## src/burst_cfg_pkg.sv

```systemverilog
// Constants and types of the burst read configuration block.
// Assumes one system clock and pins sampled synchronously to it.
//
// Behaviour
// - Burst starts at first clock with strobe low
// - Initial delay codes 0..7 give 2..9 clocks
// - Delay setting ignored by asynchronous reads
// - Reset gives async mode and default fields
// - Chip deselect leaves register contents alone
// - Register reached only by command sequences
// - Reads always allowed; writes dropped while busy
// - Sixteen bits on low lines, upper zero
// - Read command latches bank; other bank array
// - Top bit zero sync burst, one async
// - Data held one clock per word
// - Timing bit moves indicator one beat earlier
// - Linear burst order only
// - Bursts and data on rising edge
// - Length codes 1..3 burst, others async
// - Default delay code seven, nine clocks
// - Indicator driven only with outputs enabled
// - Reset ends burst, floats bus, restores defaults
package burst_cfg_pkg;

    // ----------------------------------------
    // Widths
    // ----------------------------------------
    localparam int ADDR_W   = 19;  // Double word address.
    localparam int DATA_W   = 32;  // Data bus width.
    localparam int CFG_W    = 16;  // Register width.
    localparam int BANK_BIT = 18;  // Bank select address bit.
    localparam int CMD_AW   = 11;  // Address bits checked by commands.

    // ----------------------------------------
    // Register layout and reset value
    // ----------------------------------------
    typedef struct packed {
        logic       read_mode_sel;         // 0 sync burst, 1 async.
        logic       rsvd_14;               // Reserved.
        logic [3:0] initial_delay_cfg;     // Code plus two clocks.
        logic       data_hold_cfg;         // 0 hold one clock.
        logic       indicator_timing_cfg;  // 1 indicator one beat early.
        logic       burst_order_cfg;       // 1 linear.
        logic       clock_edge_cfg;        // 1 rising edge.
        logic [2:0] rsvd_5_3;              // Reserved.
        logic [2:0] burst_length_cfg;      // Burst length code.
    } cfg_t;

    localparam logic [15:0] CFG_RESET = 16'h9cc3;  // Async, delay 7, len 8.

    // ----------------------------------------
    // Burst encodings and timing
    // ----------------------------------------
    localparam logic [2:0] BL_TWO   = 3'h1;  // Two double words.
    localparam logic [2:0] BL_FOUR  = 3'h2;  // Four double words.
    localparam logic [2:0] BL_EIGHT = 3'h3;  // Eight double words.
    localparam logic [4:0] DLY_LOAD = 5'h01; // Code plus this is delay less one.

    // ----------------------------------------
    // Command sequence codes
    // ----------------------------------------
    localparam logic [10:0] UNLOCK1_A  = 11'h555;
    localparam logic [10:0] UNLOCK2_A  = 11'h2aa;
    localparam logic [7:0]  UNLOCK1_D  = 8'haa;
    localparam logic [7:0]  UNLOCK2_D  = 8'h55;
    localparam logic [7:0]  CMD_CFG_RD = 8'hc6;  // Enter register read.
    localparam logic [7:0]  CMD_CFG_WR = 8'hd0;  // Register write setup.
    localparam logic [7:0]  CMD_EXIT   = 8'hf0;  // Back to array reads.

    // ----------------------------------------
    // Carriers
    // ----------------------------------------
    typedef struct packed {
        logic [ADDR_W-1:0] addr;
        logic [DATA_W-1:0] data;
    } bus_wr_t;

    typedef struct packed {
        logic        cfg_wr;   // Register write request.
        logic [15:0] cfg_data; // Value to write.
        logic        rd_enter; // Enter register read mode.
        logic        rd_bank;  // Bank latched with it.
        logic        rd_exit;  // Leave register read mode.
    } cmd_evt_t;

endpackage

```

## src/burst_read_config_register.sv

```systemverilog
// Burst read and configuration register logic of the flash.
// Assumes pins are synchronous to clk_sys and the array read
// port answers combinationally for the address it is given.
`timescale 1ns/1ps
module burst_read_config_register (
    input  wire logic                             clk_sys,
    input  wire logic                             rst_n,
    input  wire logic                             ce_n,
    input  wire logic                             oe_n,
    input  wire logic                             we_n,
    input  wire logic                             addr_valid_n,
    input  wire logic [burst_cfg_pkg::ADDR_W-1:0] addr,
    input  wire logic [burst_cfg_pkg::DATA_W-1:0] dq_in,
    output      logic [burst_cfg_pkg::DATA_W-1:0] dq_out,
    output      logic                             dq_oe_n,
    output      logic                             burst_end_ind_n,
    output      logic                             burst_end_ind_oe_n,
    input  wire logic                             algo_busy,
    output      logic [burst_cfg_pkg::ADDR_W-1:0] array_addr,
    input  wire logic [burst_cfg_pkg::DATA_W-1:0] array_data
);
    import burst_cfg_pkg::*;

    // ----------------------------------------
    // Types
    // ----------------------------------------

    // Burst sequencer states.
    typedef enum logic [1:0] {
        S_IDLE,
        S_DELAY,
        S_DATA
    } bst_t;

    // Whole state of the block.
    typedef struct packed {
        cfg_t              cfg;       // Live register.
        cfg_t              act;       // Settings of the running burst.
        bst_t              st;        // Sequencer state.
        logic [4:0]        cnt;       // Initial delay countdown.
        logic [2:0]        beat;      // Beat of the next fetch.
        logic [ADDR_W-1:0] base;      // Latched start address.
        logic [ADDR_W-1:0] fa;        // Array fetch address.
        logic              we_prev;   // Write enable last cycle.
        logic              adv_prev;  // Address strobe last cycle.
        logic              crd_mode;  // Register read mode on.
        logic              crd_bank;  // Bank that reads the register.
        logic [DATA_W-1:0] dq;        // Output data.
        logic              drive;     // Output data is valid.
        logic              ind;       // End of burst active.
    } state_t;

    // ----------------------------------------
    // Signals
    // ----------------------------------------
    state_t            s_q;        // Registered state.
    state_t            s_d;        // Next state.
    bus_wr_t           wr;         // Captured write cycle.
    logic              wr_stb;     // Write cycle completes.
    cmd_evt_t          evt;        // Decoded command events.
    logic              start;      // Burst start seen.
    logic              burst_en;   // Register allows bursts.
    logic              cfg_hit;    // Start address reads register.
    logic              fa_hit;     // Fetch address reads register.
    logic [2:0]        mask_new;   // Beat mask from live register.
    logic [2:0]        mask_act;   // Beat mask of running burst.
    logic [2:0]        ind_beat;   // Beat that raises the indicator.
    logic [2:0]        beat_nx;    // Beat after the one presented.
    logic [ADDR_W-1:0] addr_nx;    // Fetch address of beat_nx.
    logic              selected;   // Chip selected.

    // ----------------------------------------
    // Helpers
    // ----------------------------------------

    // Beat mask of a length code; zero means no burst.
    function automatic logic [2:0] len_mask(input logic [2:0] code);
        logic [2:0] m;
        m = 3'h0;
        unique case (code)
            BL_TWO:   m = 3'h1;
            BL_FOUR:  m = 3'h3;
            BL_EIGHT: m = 3'h7;
            default:  m = 3'h0;
        endcase
        return m;
    endfunction

    // ----------------------------------------
    // Write cycle capture and command decode
    // ----------------------------------------

    // A write completes on the rising edge of write enable
    // while the chip stays selected.
    assign wr_stb  = we_n & ~s_q.we_prev & ~ce_n;
    assign wr      = {addr, dq_in};

    // The register has no array address; only the command
    // sequences reach it.
    cmd_seq_decoder u_dec (
        .clk_sys (clk_sys),
        .rst_n   (rst_n),
        .wr_stb  (wr_stb),
        .wr      (wr),
        .evt     (evt)
    );

    // ----------------------------------------
    // Burst decode
    // ----------------------------------------

    assign selected = ~ce_n;

    // Start on the first clock that sees the strobe low. A rising
    // strobe edge cannot come first when the strobe is sampled on
    // the clock, so the clocked start covers both cases.
    assign start = selected & we_n & ~addr_valid_n & s_q.adv_prev;

    // Top bit zero and a valid length enable bursts.
    assign mask_new = len_mask(s_q.cfg.burst_length_cfg);
    assign burst_en = ~s_q.cfg.read_mode_sel & (mask_new != 3'h0);

    // Register reads come from the latched bank only.
    assign cfg_hit = s_q.crd_mode & (addr[BANK_BIT] == s_q.crd_bank);
    assign fa_hit  = s_q.crd_mode & (s_q.fa[BANK_BIT] == s_q.crd_bank);

    // Indicator beat: last, or one earlier with the timing bit.
    assign mask_act = len_mask(s_q.act.burst_length_cfg);
    assign ind_beat = mask_act - {2'b00, s_q.act.indicator_timing_cfg};

    // Next beat wraps inside the burst group.
    assign beat_nx = (s_q.beat + 3'h1) & mask_act;

    wrap_addr_gen u_wrap (
        .base (s_q.base),
        .beat (beat_nx),
        .mask (mask_act),
        .addr (addr_nx)
    );

    // ----------------------------------------
    // Next state
    // ----------------------------------------

    // One process builds the whole next state.
    always_comb begin
        s_d          = s_q;
        s_d.we_prev  = we_n;
        s_d.adv_prev = addr_valid_n;

        // Register write; dropped while an algorithm runs. The
        // deselect path clears only the burst state, so contents
        // survive a deselect.
        if (evt.cfg_wr && !algo_busy) begin
            s_d.cfg = cfg_t'(evt.cfg_data);
        end

        // Register read mode enter and exit.
        if (evt.rd_enter) begin
            s_d.crd_mode = 1'b1;
            s_d.crd_bank = evt.rd_bank;
        end else if (evt.rd_exit) begin
            s_d.crd_mode = 1'b0;
        end

        unique case (s_q.st)
            S_IDLE: begin
                // Asynchronous reads follow the pins; the delay
                // field plays no part here.
                s_d.fa    = addr;
                s_d.drive = selected & we_n;
                s_d.ind   = 1'b0;
                // Register reads sit on the low lines, upper zero.
                if (fa_hit) begin
                    s_d.dq = {16'h0000, s_q.cfg};
                end else begin
                    s_d.dq = array_data;
                end
                // Register reads stay single-cycle in burst mode.
                if (start && burst_en && !cfg_hit) begin
                    // Snapshot so later writes wait for the
                    // next burst.
                    s_d.act   = s_q.cfg;
                    s_d.base  = addr;
                    s_d.fa    = addr;
                    s_d.beat  = 3'h0;
                    s_d.drive = 1'b0;
                    // Delay less one: code 0..7 gives 2..9.
                    s_d.cnt   = {1'b0, s_q.cfg.initial_delay_cfg} + DLY_LOAD;
                    s_d.st    = S_DELAY;
                end
            end

            S_DELAY: begin
                s_d.cnt = s_q.cnt - 5'h01;
                // First data lands so the host samples it on the
                // delay-th edge after the start edge.
                if (s_q.cnt == 5'h01) begin
                    s_d.dq    = array_data;
                    s_d.drive = 1'b1;
                    s_d.ind   = (s_q.beat == ind_beat);
                    s_d.beat  = beat_nx;
                    s_d.fa    = addr_nx;
                    s_d.st    = S_DATA;
                end
            end

            S_DATA: begin
                // Each word holds exactly one clock; the reserved
                // hold code acts as the default.
                s_d.dq   = array_data;
                s_d.ind  = (s_q.beat == ind_beat);
                s_d.beat = beat_nx;
                s_d.fa   = addr_nx;
            end

            default: begin
                s_d.st = S_IDLE;
            end
        endcase

        // A new strobe mid-burst drops the old burst and starts
        // over at the new address.
        if (s_q.st != S_IDLE && start) begin
            s_d.act   = s_q.cfg;
            s_d.base  = addr;
            s_d.fa    = addr;
            s_d.beat  = 3'h0;
            s_d.drive = 1'b0;
            s_d.ind   = 1'b0;
            s_d.cnt   = {1'b0, s_q.cfg.initial_delay_cfg} + DLY_LOAD;
            s_d.st    = (burst_en && !cfg_hit) ? S_DELAY : S_IDLE;
        end

        // Deselect or a write cycle ends the burst at once.
        if (!selected || !we_n) begin
            s_d.st    = S_IDLE;
            s_d.drive = 1'b0;
            s_d.ind   = 1'b0;
        end
    end

    // ----------------------------------------
    // State register
    // ----------------------------------------

    // Reset ends any burst, floats the bus, selects async reads
    // and loads the register defaults.
    always_ff @(posedge clk_sys or negedge rst_n) begin
        if (!rst_n) begin
            s_q          <= '0;
            s_q.cfg      <= cfg_t'(CFG_RESET);
            s_q.act      <= cfg_t'(CFG_RESET);
            s_q.st       <= S_IDLE;
            s_q.we_prev  <= 1'b1;
            s_q.adv_prev <= 1'b1;
        end else begin
            s_q <= s_d;
        end
    end

    // ----------------------------------------
    // Outputs
    // ----------------------------------------

    // Data and fetch address come straight from flip-flops.
    assign dq_out     = s_q.dq;
    assign array_addr = s_q.fa;

    // The bus floats unless selected, output enabled and data
    // is valid; output enable never stalls the burst itself.
    assign dq_oe_n = ~(s_q.drive & ~oe_n & selected);

    // The indicator is driven only while output enable is low,
    // high until it drops for its one beat.
    assign burst_end_ind_oe_n = ~(~oe_n & selected);
    assign burst_end_ind_n    = ~s_q.ind;

endmodule

```

## src/cmd_seq_decoder.sv

```systemverilog
// Decodes the four-cycle configuration command sequences.
// Assumes one write strobe per completed bus write cycle.
`timescale 1ns/1ps
module cmd_seq_decoder (
    input  wire logic                  clk_sys,
    input  wire logic                  rst_n,
    input  wire logic                  wr_stb,
    input  wire burst_cfg_pkg::bus_wr_t wr,
    output      burst_cfg_pkg::cmd_evt_t evt
);
    import burst_cfg_pkg::*;

    typedef struct packed {
        logic [1:0] step;  // Cycles matched so far.
        logic       rd;    // Sequence is a register read.
        cmd_evt_t   evt;   // One-cycle events.
    } dec_t;

    dec_t s_q;
    dec_t s_d;
    logic [CMD_AW-1:0] a;
    logic [7:0]        d;

    assign a   = wr.addr[CMD_AW-1:0];
    assign d   = wr.data[7:0];
    assign evt = s_q.evt;

    // Walk the unlock cycles, then the command and final cycle.
    always_comb begin
        s_d     = s_q;
        s_d.evt = '0;
        if (wr_stb) begin
            if (s_q.step != 2'd3 && d == CMD_EXIT) begin
                s_d.step        = 2'd0;
                s_d.evt.rd_exit = 1'b1;
            end else begin
                unique case (s_q.step)
                    2'd0: begin
                        s_d.step = (a == UNLOCK1_A && d == UNLOCK1_D) ? 2'd1 : 2'd0;
                    end
                    2'd1: begin
                        s_d.step = (a == UNLOCK2_A && d == UNLOCK2_D) ? 2'd2 : 2'd0;
                    end
                    2'd2: begin
                        s_d.rd   = (d == CMD_CFG_RD);
                        s_d.step = (a == UNLOCK1_A && (d == CMD_CFG_RD || d == CMD_CFG_WR)) ? 2'd3 : 2'd0;
                    end
                    2'd3: begin
                        // Fourth cycle: bank address or register value.
                        s_d.step = 2'd0;
                        if (s_q.rd) begin
                            s_d.evt.rd_enter = 1'b1;
                            s_d.evt.rd_bank  = wr.addr[BANK_BIT];
                        end else begin
                            s_d.evt.cfg_wr   = 1'b1;
                            s_d.evt.cfg_data = wr.data[15:0];
                        end
                    end
                endcase
            end
        end
    end

    // Register the decoder state.
    always_ff @(posedge clk_sys or negedge rst_n) begin
        if (!rst_n) begin
            s_q <= '0;
        end else begin
            s_q <= s_d;
        end
    end
endmodule

```

## src/wrap_addr_gen.sv

```systemverilog
// Linear wrapping address of one burst beat.
// Assumes mask is length minus one of a power-of-two burst.
`timescale 1ns/1ps
module wrap_addr_gen (
    input  wire logic [burst_cfg_pkg::ADDR_W-1:0] base,
    input  wire logic [2:0]                       beat,
    input  wire logic [2:0]                       mask,
    output      logic [burst_cfg_pkg::ADDR_W-1:0] addr
);
    import burst_cfg_pkg::*;

    logic [2:0] low;

    // Low bits advance and wrap inside the aligned group.
    assign low  = ((base[2:0] + beat) & mask) | (base[2:0] & ~mask);
    assign addr = {base[ADDR_W-1:3], low};
endmodule
```

## config.mk

```make
export PLATFORM = sky130hd
export DESIGN_NAME = burst_read_config_register
export DESIGN_NICKNAME = d
export VERILOG_FILES = /design/src/burst_cfg_pkg.sv /design/src/burst_read_config_register.sv /design/src/cmd_seq_decoder.sv /design/src/wrap_addr_gen.sv
export SDC_FILE = /design/constraint.sdc
export NUM_CORES = 1
export LEC_CHECK = 0
export ABC_AREA = 0
export BUFFER_PORTS_ARGS = -buffer_cell sky130_fd_sc_hd__buf_2
export CORE_MARGIN = 2
export CORE_UTILIZATION = 59
export CTS_CLUSTER_DIAMETER = 30
export DETAILED_ROUTE_END_ITERATION = 8
export PLACE_DENSITY = 0.86
export SLEW_MARGIN = 10
export SYNTH_ARGS = -nofsm -noshare
export SYNTH_HDL_FRONTEND = slang
export SYNTH_SLANG_ARGS = --single-unit
```

## constraint.sdc

```tcl
create_clock -name clk_sys -period 3.6 [get_ports clk_sys]
set_input_delay 0.54 -clock clk_sys [delete_from_list [all_inputs] [get_ports clk_sys]]
set_output_delay 0.54 -clock clk_sys [all_outputs]
set_load 0.01 [all_outputs]
```

## Word level (Yosys, flattened, before mapping)

Index checks and enable logic that the tools add are counted.

| storage, ports and cells | value |
|---|---|
| register bits after elaboration | 129 |
| latch bits | 0 |
| memory bits (writable) | 0 |
| ROM bits | 0 |
| input bits | 90 |
| output and inout bits | 54 |
| word-level logic and storage cells | 160 |
| memories | 0 |

| cells by class | value |
|---|---|
| add/sub/neg operators | 5 |
| $mul | 0 |
| divide/modulo/power cells | 0 |
| $lt $le $gt $ge | 0 |
| eq/ne operators | 29 |
| shift-type cells | 0 |
| muxes and demuxes | 36 |
| bitwise gates (word level) | 25 |
| reduce and logical (&&, ||, !) cells | 35 |

Operator list:

| kind | count |
|---|---|
| $mux W57 | 2 |
| $pmux W32 S3 | 1 |
| $mux W19 | 4 |
| $pmux W19 S3 | 1 |
| $mux W34 | 1 |
| $eq A8 B8 Y1 const B | 4 |
| $mux W32 | 1 |
| $pmux W3 S3 | 3 |
| $mux W20 | 1 |
| $mux W17 | 1 |
| $mux W2 | 8 |
| $eq A3 B2 Y1 const B | 4 |
| $reduce_and A2 Y1 | 6 |
| $and A1 B1 Y1 | 11 |
| $eq A11 B10 Y1 const B | 1 |
| $eq A11 B11 Y1 const B | 1 |
| $pmux W5 S2 | 1 |
| $and A3 B3 Y3 | 3 |
| $logic_and A1 B1 Y1 | 9 |
| $mux W9 | 1 |
| $ne A3 B3 Y1 const B | 3 |
| $not A1 Y1 | 9 |
| $reduce_and A3 Y1 | 3 |
| $reduce_bool A3 Y1 | 3 |
| 28 further kinds | 48 |

## Logic depth before layout (Yosys ltp)

Gate-level depths: netlist of run 1.

| depth | value |
|---|---|
| depth after elaboration | 10 |
| mapped depth | 10 |

## Hierarchy

A second synthesis of run 1 with hierarchy kept.

| unflattened totals | value |
|---|---|
| cell total of the unflattened synthesis | 647 |
| area total of the unflattened synthesis | 6732.7 um^2 |

By module, submodules not included:

| module | instances | cells an instance | area each (um^2) |
|---|---|---|---|
| burst_read_config_register | 1 | 525 | 5376.4 |
| cmd_seq_decoder | 1 | 99 | 1159.9 |
| wrap_addr_gen | 1 | 23 | 196.4 |

## Least setup slack after synthesis of run 1

OpenSTA, ideal clock, no wires.

| path | value |
|---|---|
| kind | reg-to-reg |
| from | register s_q[87] (netlist bit) |
| to | register s_q (netlist bit array_addr[2]) |
| arrival time | 1.950 ns |
| slack | 1.517 ns |
| stages on the path, launching flop included | 10 |
| clock period less this slack | 2.083 ns |
| cell sequence | dfstp_2 nor2b_1 clkbuf_1 nand2_1 fa_1 xnor3_1 nand3_1 xnor2_1 mux2i_1 o21ai_0 |

| between the ends | value |
|---|---|
| cells in the longest elaborated chain, start to end | 9 |

RTL lines:

| element | line | text |
|---|---|---|
| from (decl) | burst_read_config_register.sv:56 | `state_t s_q;` |
| $eq A3 B2 Y1 / $eq A3 B1 Y1 (equally long branches) | burst_read_config_register.sv:80 | `unique case (code)` |
| $pmux W3 S3 * | burst_read_config_register.sv:80 |  |
| $and A3 B3 Y3 | burst_read_config_register.sv:132 | `assign beat_nx = (s_q.beat + 3'h1) & mask_act;` |
| $add A3 B3 Y3 | wrap_addr_gen.sv:15 | `assign low = ((base[2:0] + beat) & mask) \| (base[2:0] & ~mask);` |
| $and A3 B3 Y3 | wrap_addr_gen.sv:15 |  |
| $or A3 B3 Y3 * | wrap_addr_gen.sv:15 |  |
| $mux W19 | burst_read_config_register.sv:198 | `if (s_q.cnt == 5'h01) begin` |
| $pmux W19 S3 * | burst_read_config_register.sv:166 | `unique case (s_q.st)` |
| $mux W57 * | burst_read_config_register.sv:224 | `if (s_q.st != S_IDLE && start) begin` |

Mark *: on every way between the ends. The rest lies on a longest branch, timed or not. The select of a mux whose other input is x is not followed.
A chain may end at the register's enable or synchronous reset.

## Worst setup path after layout of run 1

| path | value |
|---|---|
| from | register s_q[36] (netlist bit) |
| to | register s_q (netlist bit array_addr[11]) |

| between the ends | value |
|---|---|
| cells in the longest elaborated chain, start to end | 4 |

RTL lines:

| element | line | text |
|---|---|---|
| $and A1 B1 Y1 * | burst_read_config_register.sv:117 | `assign start = selected & we_n & ~addr_valid_n & s_q.adv_prev;` |
| $logic_and A1 B1 Y1 * | burst_read_config_register.sv:224 |  |
| $ne A3 B3 Y1 (no source line) / $reduce_bool A4 Y1 (equally long branches) | - |  |
| $reduce_and A2 Y1 (no source line) | - |  |

Mark *: on every way between the ends. The rest lies on a longest branch, timed or not.

==> results of run 1 <==
[worst register-to-register path, stage by stage (launching register included)]
cell	delay, ns
dfstp_2	0.53
nand4bb_1	0.43
o21ai_2	0.66
buf_4	0.38
mux2i_1	0.26
o21ai_0	0.10
[sequential cells by signal, summed over array words and instances, names as in the netlist]
name        flops
array_addr     19
dq_out         32
s_q            55
u_dec.evt      20
u_dec.s_q       3
[how the worst max path moves through the flow]
stage	from	to	slack, ns	cells past startpoint
after global placement	ce_n	array_addr[7]$_DFFE_PN0P_	0.99	6
final	s_q[36]$_DFF_PN1_	array_addr[11]$_DFFE_PN0P_	1.10	5
after floorplan	s_q[87]$_DFFE_PN1P_	array_addr[2]$_DFFE_PN0P_	1.52	9
after CTS	s_q[84]$_DFFE_PN0P_	dq_out[0]$_DFFE_PN0P_	1.08	5
after global routing	s_q[87]$_DFFE_PN1P_	array_addr[2]$_DFFE_PN0P_	0.82	8
after detailed placement	addr_valid_n	array_addr[11]$_DFFE_PN0P_	0.91	6
[where the power goes]
group	total, mW	leakage, nW	switching (mW)	internal [mW]
sequential	1.51	1.62	0.0218	1.49
combinational	0.187	1.73	0.106	0.0812
clock	1.72	0.294	0.598	1.13
total	3.42	3.65	0.726	2.70
[per-layer routing]
layer	vias to the layer above	wire, um	global-route usage [%]
li1	2179	-	-
met1	2263	5792	31.84
met2	138	6447	39.08
met3	21	717	6.235
met4	0	233	8.425
met5	-	0	0
[logic make-up (layout without fill, tap and decap cells)]
| kind of cell | count (synthesis) | after routing | share of synthesized area, % |
|---|---|---|---|
| fa+ha+maj | 13 | 13 | 2.688 |
| compound gates | 79 | 79 | 7.828 |
| mux | 63 | 63 | 10.77 |
| buf+inv | 90 | 177 | 8.717 |
| xor+xnor | 9 | 9 | 1.463 |
| simple gates | 227 | 227 | 17.30 |
| flops | 129 | 129 | 51.24 |
[through the flow]
step           setup WS (ns)  cell area [um^2]  power (mW)  instances
2_1_floorplan          1.517              6330       1.642        610
6_report               1.102              7320       3.424        833
4_1_cts                1.081              7305       3.452        832
3_3_place_gp          0.9911              6699       1.717        800
3_5_place_dp          0.9102              6699       1.726        800
5_1_grt               0.8172              7320       3.557        833
[placed cells by master, fill, tap and decap left out, drive strengths merged, types with 3 or more instances in the layout]
cell	synthesis	layout
buf	58	133
xor2	3	3
clkbuf	20	23
nand2b	4	4
mux2i	22	22
nor4b	4	4
dfstp	12	12
or4b	3	3
mux2	41	41
o21ai	34	34
nand3b	7	7
a31oi	17	17
ha	12	12
xnor2	5	5
clkinv	0	4
nor3	12	12
bufinv	0	3
and2	17	17
nor2b	6	6
dfrtp	117	117
inv	12	12
a21oi	12	12
nor2	40	40
nand2	100	100
nand3	19	19
[area by class of cell]
cell class | instances | share of cell area, %
Clock buffer | 23 | 6.513
Clock inverter | 9 | 1.761
Inverter | 12 | 0.6154
Multi-Input combinational cell | 391 | 34.87
Sequential cell | 129 | 44.31
Tap cell | 136 | 2.325
Timing Repair Buffer | 133 | 9.607
[cells in the mapped netlist (all sizes together) (2+ instances only)]
cell type | count | area share, %
a211o | 2 | 0.30
a21oi | 12 | 1.0
a31oi | 17 | 1.7
and2 | 17 | 1.7
and3b | 2 | 0.28
buf | 58 | 6.8
clkbuf | 20 | 1.2
dfrtp | 117 | 46
dfstp | 12 | 5.0
ha | 12 | 2.4
inv | 12 | 0.71
mux2 | 41 | 7.3
mux2i | 22 | 3.5
nand2 | 100 | 5.9
nand2b | 4 | 0.40
nand3 | 19 | 1.5
nand3b | 7 | 0.83
nand4b | 2 | 0.28
nor2 | 40 | 2.4
nor2b | 6 | 0.63
nor3 | 12 | 0.95
nor4 | 2 | 0.20
nor4b | 4 | 0.65
o21ai | 34 | 2.7
o21bai | 2 | 0.24
or2 | 2 | 0.20
or3 | 2 | 0.20
or4b | 3 | 0.47
xnor2 | 5 | 0.69
xor2 | 3 | 0.42
==> flow_metrics.py, run 1 <==
metrics = {
    "synthesis": {
        "synthArstFlopShare_pct": 100.0,
        "synthesis.area_mm2": 0.006330,
        "synth_cell_types": 56,
        "postSynthCellCount": 610,
        "synth-edff-count": 0,
        "syn-num-nets": 713,
        "yosys_warnings": 0,
        "synth_seq_cells": 129,
        "ys.flop_type": "dfrtp_1",
        "avgSynthCellArea_um2": 10.38,
        "synth_seq_area_share_pct": 51.24,
    },
    "timing": {
        "maxSlewViolCount": 0,
        "rsz0062_at_grt": "false",
        "fmax_ghz": 0.4004,
        "finalClockSkew_ns": 0.006085,
        "fin_setup_tns_ns": 0,
        "setup_violations": 0,
        "slew_headroom_pct": 35.12,
        "period_share_pct": 69.38,
        "fin_worst_hold_slack_ns": 0.06687,
        "finalHoldViolations": 0,
        "tightest_slew_ns": 0.9710,
        "post-route-min-period_ns": 2.498,
    },
    "worst_setup_path": {
        "startpoint_type": "flop",
        "worstPathMaxFanout": 15,
        "cpPeakStageDelay_ns": 0.66,
        "critPathBufInv": 1,
        "worst_ep_arrival_time_ns": 2.89,
        "end_kind": "flop",
        "r2r_start": "s_q[36]$_DFF_PN1_",
        "reg2reg_depth": 5,
        "critPathKind": "reg2reg",
        "slowest_stage": "o21ai_2",
        "critical_path.top_delay_family": "compound AO/OA/AOI/OAI gates",
        "path_cells": "nand4bb_1 -> o21ai_2 -> buf_4 -> mux2i_1 -> o21ai_0",
        "ff2ff_setup_slack_ns": 1.10,
        "critPathRequiredTime_ns": 3.99,
        "r2r_end": "array_addr[11]$_DFFE_PN0P_",
    },
    "floorplan": {
        "row_count": 37,
        "die_w_um": 107.6,
        "start_util_pct": 61.04,
        "ioPinCount": 144,
        "core_mm2": 0.01037,
        "fp.dieH_um": 107.6,
        "die_area_mm2": 0.01157,
    },
    "grt": {
        "grt_pass1_wl_um": 21810,
        "grt_pass1_vias": 4631,
        "antenna_found_initial": 0,
        "grt.total_usage_pct": 24.19,
        "overflow": 0,
        "grt_max_degree": 72,
    },
    "power_and_ir_drop": {
        "irDropWorstVdd_v": 0.0003528,
        "p_leak_nw": 3.651,
        "power.density_mw_per_mm2": 467.9,
    },
    "outcome": {
        "status": "completed",
    },
    "layout": {
        "fillers": 735,
        "multi_input_area_mm2": 0.002552,
        "drive_above_1_share_pct": 32.86,
        "n_antenna_cell": 0,
        "utilization_pct": 70.58,
        "seq_area_mm2": 0.003243,
        "nNetsFinal": 787,
        "syn_to_final_growth_pct": 15.64,
    },
    "detailed_routing": {
        "wire_per_inst_um": 15.83,
        "ant_nets": 0,
        "drt_iter0_drc": 400,
        "via_per_inst": 5.523,
        "vias": 4601,
        "drc": 0,
        "firstDrtPassIters": 4,
        "wl_um": 13190,
    },
    "clock_network": {
        "cts_setup_buffers": 0,
        "cts.repair.resized": 0,
        "hold_buffers": 0,
        "cts.sinks": 129,
        "h-tree-depth": 4,
        "root_buffer": "clkbuf_8",
        "numCtsBuffers": 17,
        "cts_tree": "done",
        "cts_max_path_buffers": 2,
        "clk_latency_ns": 0.52,
        "path_clk_slew_ns": 0.06,
    },
    "placement": {
        "port_buffers": 127,
        "gp_congestion": 0.8754,
        "post-dp-hpwl_um": 9107,
    },
    "run": {
        "drv_cap": 0,
    },
    "hold_path": {
        "min-delay-path-class": "in2async",
    },
}
Note: power is estimated with default switching activity, not from simulation.
==> inputs of run 2 (changes only) <==
Settings changed: ABC_AREA 0 to 1, CORE_UTILIZATION 59 to 55, PLACE_DENSITY 0.86 to 0.81.
Clock period 3.6 ns to 2.5 ns, I/O delays scaled along.
==> flow_metrics.py, run 2 <==
metrics = {
    "outcome": {
        "status": "completed",
    },
    "layout": {
        "final_area_mm2": 0.007622,
        "regMostFlops": "s_q",
        "n_antenna_cell": 0,
        "layout_common_cells": "230 x nand2_1, 126 x buf_2, 117 x dfrtp_1, 76 x inv_1, 67 x nand3_1",
        "fillers": 993,
        "drive_above_1_share_pct": 24.08,
        "largest_register_ffs": 55,
        "final_common_cell": "nand2_1",
        "utilization_pct": 64.26,
        "syn_to_final_growth_pct": 15.23,
        "nNetsFinal": 983,
    },
    "clock_network": {
        "cts_tree": "done",
        "path_clk_slew_ns": 0.05,
        "cts.sinks": 129,
        "numCtsBuffers": 17,
        "cts_setup_buffers": 0,
        "cts_max_path_buffers": 2,
        "clk_latency_ns": 0.42,
        "h-tree-depth": 4,
        "root_buffer": "clkbuf_16",
    },
    "floorplan": {
        "die_w_um": 113.7,
        "row_count": 40,
        "fp.dieH_um": 113.7,
        "die_area_mm2": 0.01292,
        "ioPinCount": 144,
        "core_mm2": 0.01186,
        "start_util_pct": 55.77,
    },
    "synthesis": {
        "synth_commonest_cells": "230 x nand2_1, 117 x dfrtp_1, 76 x inv_1",
        "syn-num-nets": 904,
        "postSynthCellCount": 801,
        "avgSynthCellArea_um2": 8.259,
        "synthesis.area_mm2": 0.006615,
        "synth-edff-count": 0,
        "synth_area_leader_cell": "dfrtp_1",
        "synthArstFlopShare_pct": 100.0,
        "netlist_top_cells_area": "dfrtp_1 44%, nand2_1 13%, buf_4 6.1%",
        "synth_seq_cells": 129,
        "synth_seq_area_share_pct": 49.03,
        "synth_most_common_cell": "nand2_1",
        "synth_cell_types": 34,
        "ys.flop_type": "dfrtp_1",
        "synth_top_area_share_pct": 44.26,
        "yosys_warnings": 0,
    },
    "timing": {
        "maxSlewViolCount": 0,
        "tightest_slew_ns": 0.9567,
        "setup_violations": 0,
        "post-route-min-period_ns": 2.379,
        "fmax_ghz": 0.4204,
        "finalClockSkew_ns": 0.007260,
        "period_share_pct": 95.14,
        "finalHoldViolations": 0,
        "slew_headroom_pct": 36.15,
        "rsz0062_at_grt": "false",
        "fin_setup_tns_ns": 0,
    },
    "grt": {
        "grt.total_usage_pct": 23.54,
        "grt_max_degree": 50,
        "grt_pass1_vias": 5313,
        "overflow": 0,
        "antenna_found_initial": 0,
        "grt_pass1_wl_um": 24140,
    },
    "worst_setup_path": {
        "worstPathMaxFanout": 4,
        "end_kind": "flop",
        "critPathKind": "reg2reg",
        "critPathRequiredTime_ns": 2.85,
        "startpoint_type": "flop",
        "worst_ep_arrival_time_ns": 2.73,
    },
    "placement": {
        "placed_cell_area_mm2": 0.006988,
        "port_buffers": 127,
        "gp_congestion": 0.8568,
        "post-dp-hpwl_um": 9641,
    },
    "power_and_ir_drop": {
        "total_power_mw": 5.130,
        "irDropWorstVdd_v": 0.0003879,
        "power.density_mw_per_mm2": 673.0,
        "p_leak_nw": 4.084,
    },
    "detailed_routing": {
        "wire_per_inst_um": 13.77,
        "firstDrtPassIters": 5,
        "ant_nets": 0,
        "drc": 0,
        "via_per_inst": 5.175,
        "vias": 5382,
        "wl_um": 14320,
        "drt_iter0_drc": 338,
    },
    "hold_path": {
        "min-delay-path-class": "in2reg",
    },
    "run": {
        "drv_cap": 0,
    },
}
run 2: critical path, cell delays in order (launching register included):
cell,delay (ns)
dfstp_2,0.55
o21ai_0,0.19
or2_2,0.34
inv_1,0.06
ha_1,0.13
inv_1,0.05
fa_1,0.42
o21ai_0,0.21
nand2_1,0.09
o21ai_0,0.11
nand2_1,0.09
nand2_1,0.07
run 2: what timing repair did:
action,4_1_cts,5_1_grt
gates resized for setup,0,0
endpoints found under the hold margin,34,0
endpoints found under the setup margin,0,16
hold buffers,1,0
run 2: final timing paths:
| kind | from | to | slack, ns | cells after the start |
|---|---|---|---|---|
| max in group asynchronous | rst_n | s_q[87]$_DFFE_PN1P_ | 1.27 | 3 |
| max reg2reg | s_q[86]$_DFFE_PN1P_ | array_addr[1]$_DFFE_PN0P_ | 0.12 | 11 |
| min | addr_valid_n | s_q[36]$_DFF_PN1_ | 0.08 | 1 |
| max | s_q[86]$_DFFE_PN1P_ | array_addr[1]$_DFFE_PN0P_ | 0.12 | 11 |
| min in group asynchronous | rst_n | s_q[107]$_DFFE_PN0P_ | 0.52 | 2 |
| min reg2reg | u_dec.evt[0]$_DFF_PN0_ | s_q[35]$_DFFE_PN0P_ | 0.43 | 1 |
run 2: area by class of cell:
type | count | area (um^2) | area share (%)
Clock buffer | 24 | 491.7 | 6.451
Timing Repair Buffer | 135 | 738.2 | 9.685
Sequential cell | 129 | 3243 | 42.55
Inverter | 81 | 304.0 | 3.989
Multi-Input combinational cell | 516 | 2535 | 33.26
Tap cell | 147 | 183.9 | 2.413
Clock inverter | 8 | 126.4 | 1.658
run 2: power by group:
group	leakage (nW)	total, mW	internal [mW]	switching [mW]
Sequential	1.53	2.20	2.16	0.0386
Combinational	2.26	0.366	0.146	0.220
Clock	0.293	2.56	1.67	0.887
run 2: routing by layer:
layer  GRT usage (%)  vias to the layer above  part of all wire [%]
met5               0                        -                     0
met1           29.28                     2543                    43
li1                -                     2660                     -
met2           39.60                      158                    50
met4           8.943                        0                   1.6
met3           6.270                       21                   5.4
run 2: through the flow:
| stage | cells | setup slack, ns | hold slack, ns |
|---|---|---|---|
| after floorplan | 801 | 0.4620 | 0.07941 |
| after global placement | 1006 | 0.1403 | 0.4103 |
| after detailed placement | 1006 | 0.06618 | 0.4249 |
| after CTS | 1039 | 0.06057 | 0.06556 |
| after global routing | 1040 | 0.002677 | 0.07120 |
| final | 1040 | 0.1215 | 0.08187 |
run 2: cell families after synthesis:
logic type | after synthesis | share of synthesized area, %
adders and majority gates | 13 | 2.572
buffers and inverters | 157 | 12.82
AOI/OAI and AO/OA | 89 | 7.415
and+or+nand+nor | 396 | 25.46
muxes | 12 | 2.043
xor gates and xnor gates | 5 | 0.6620
DFF | 129 | 49.03
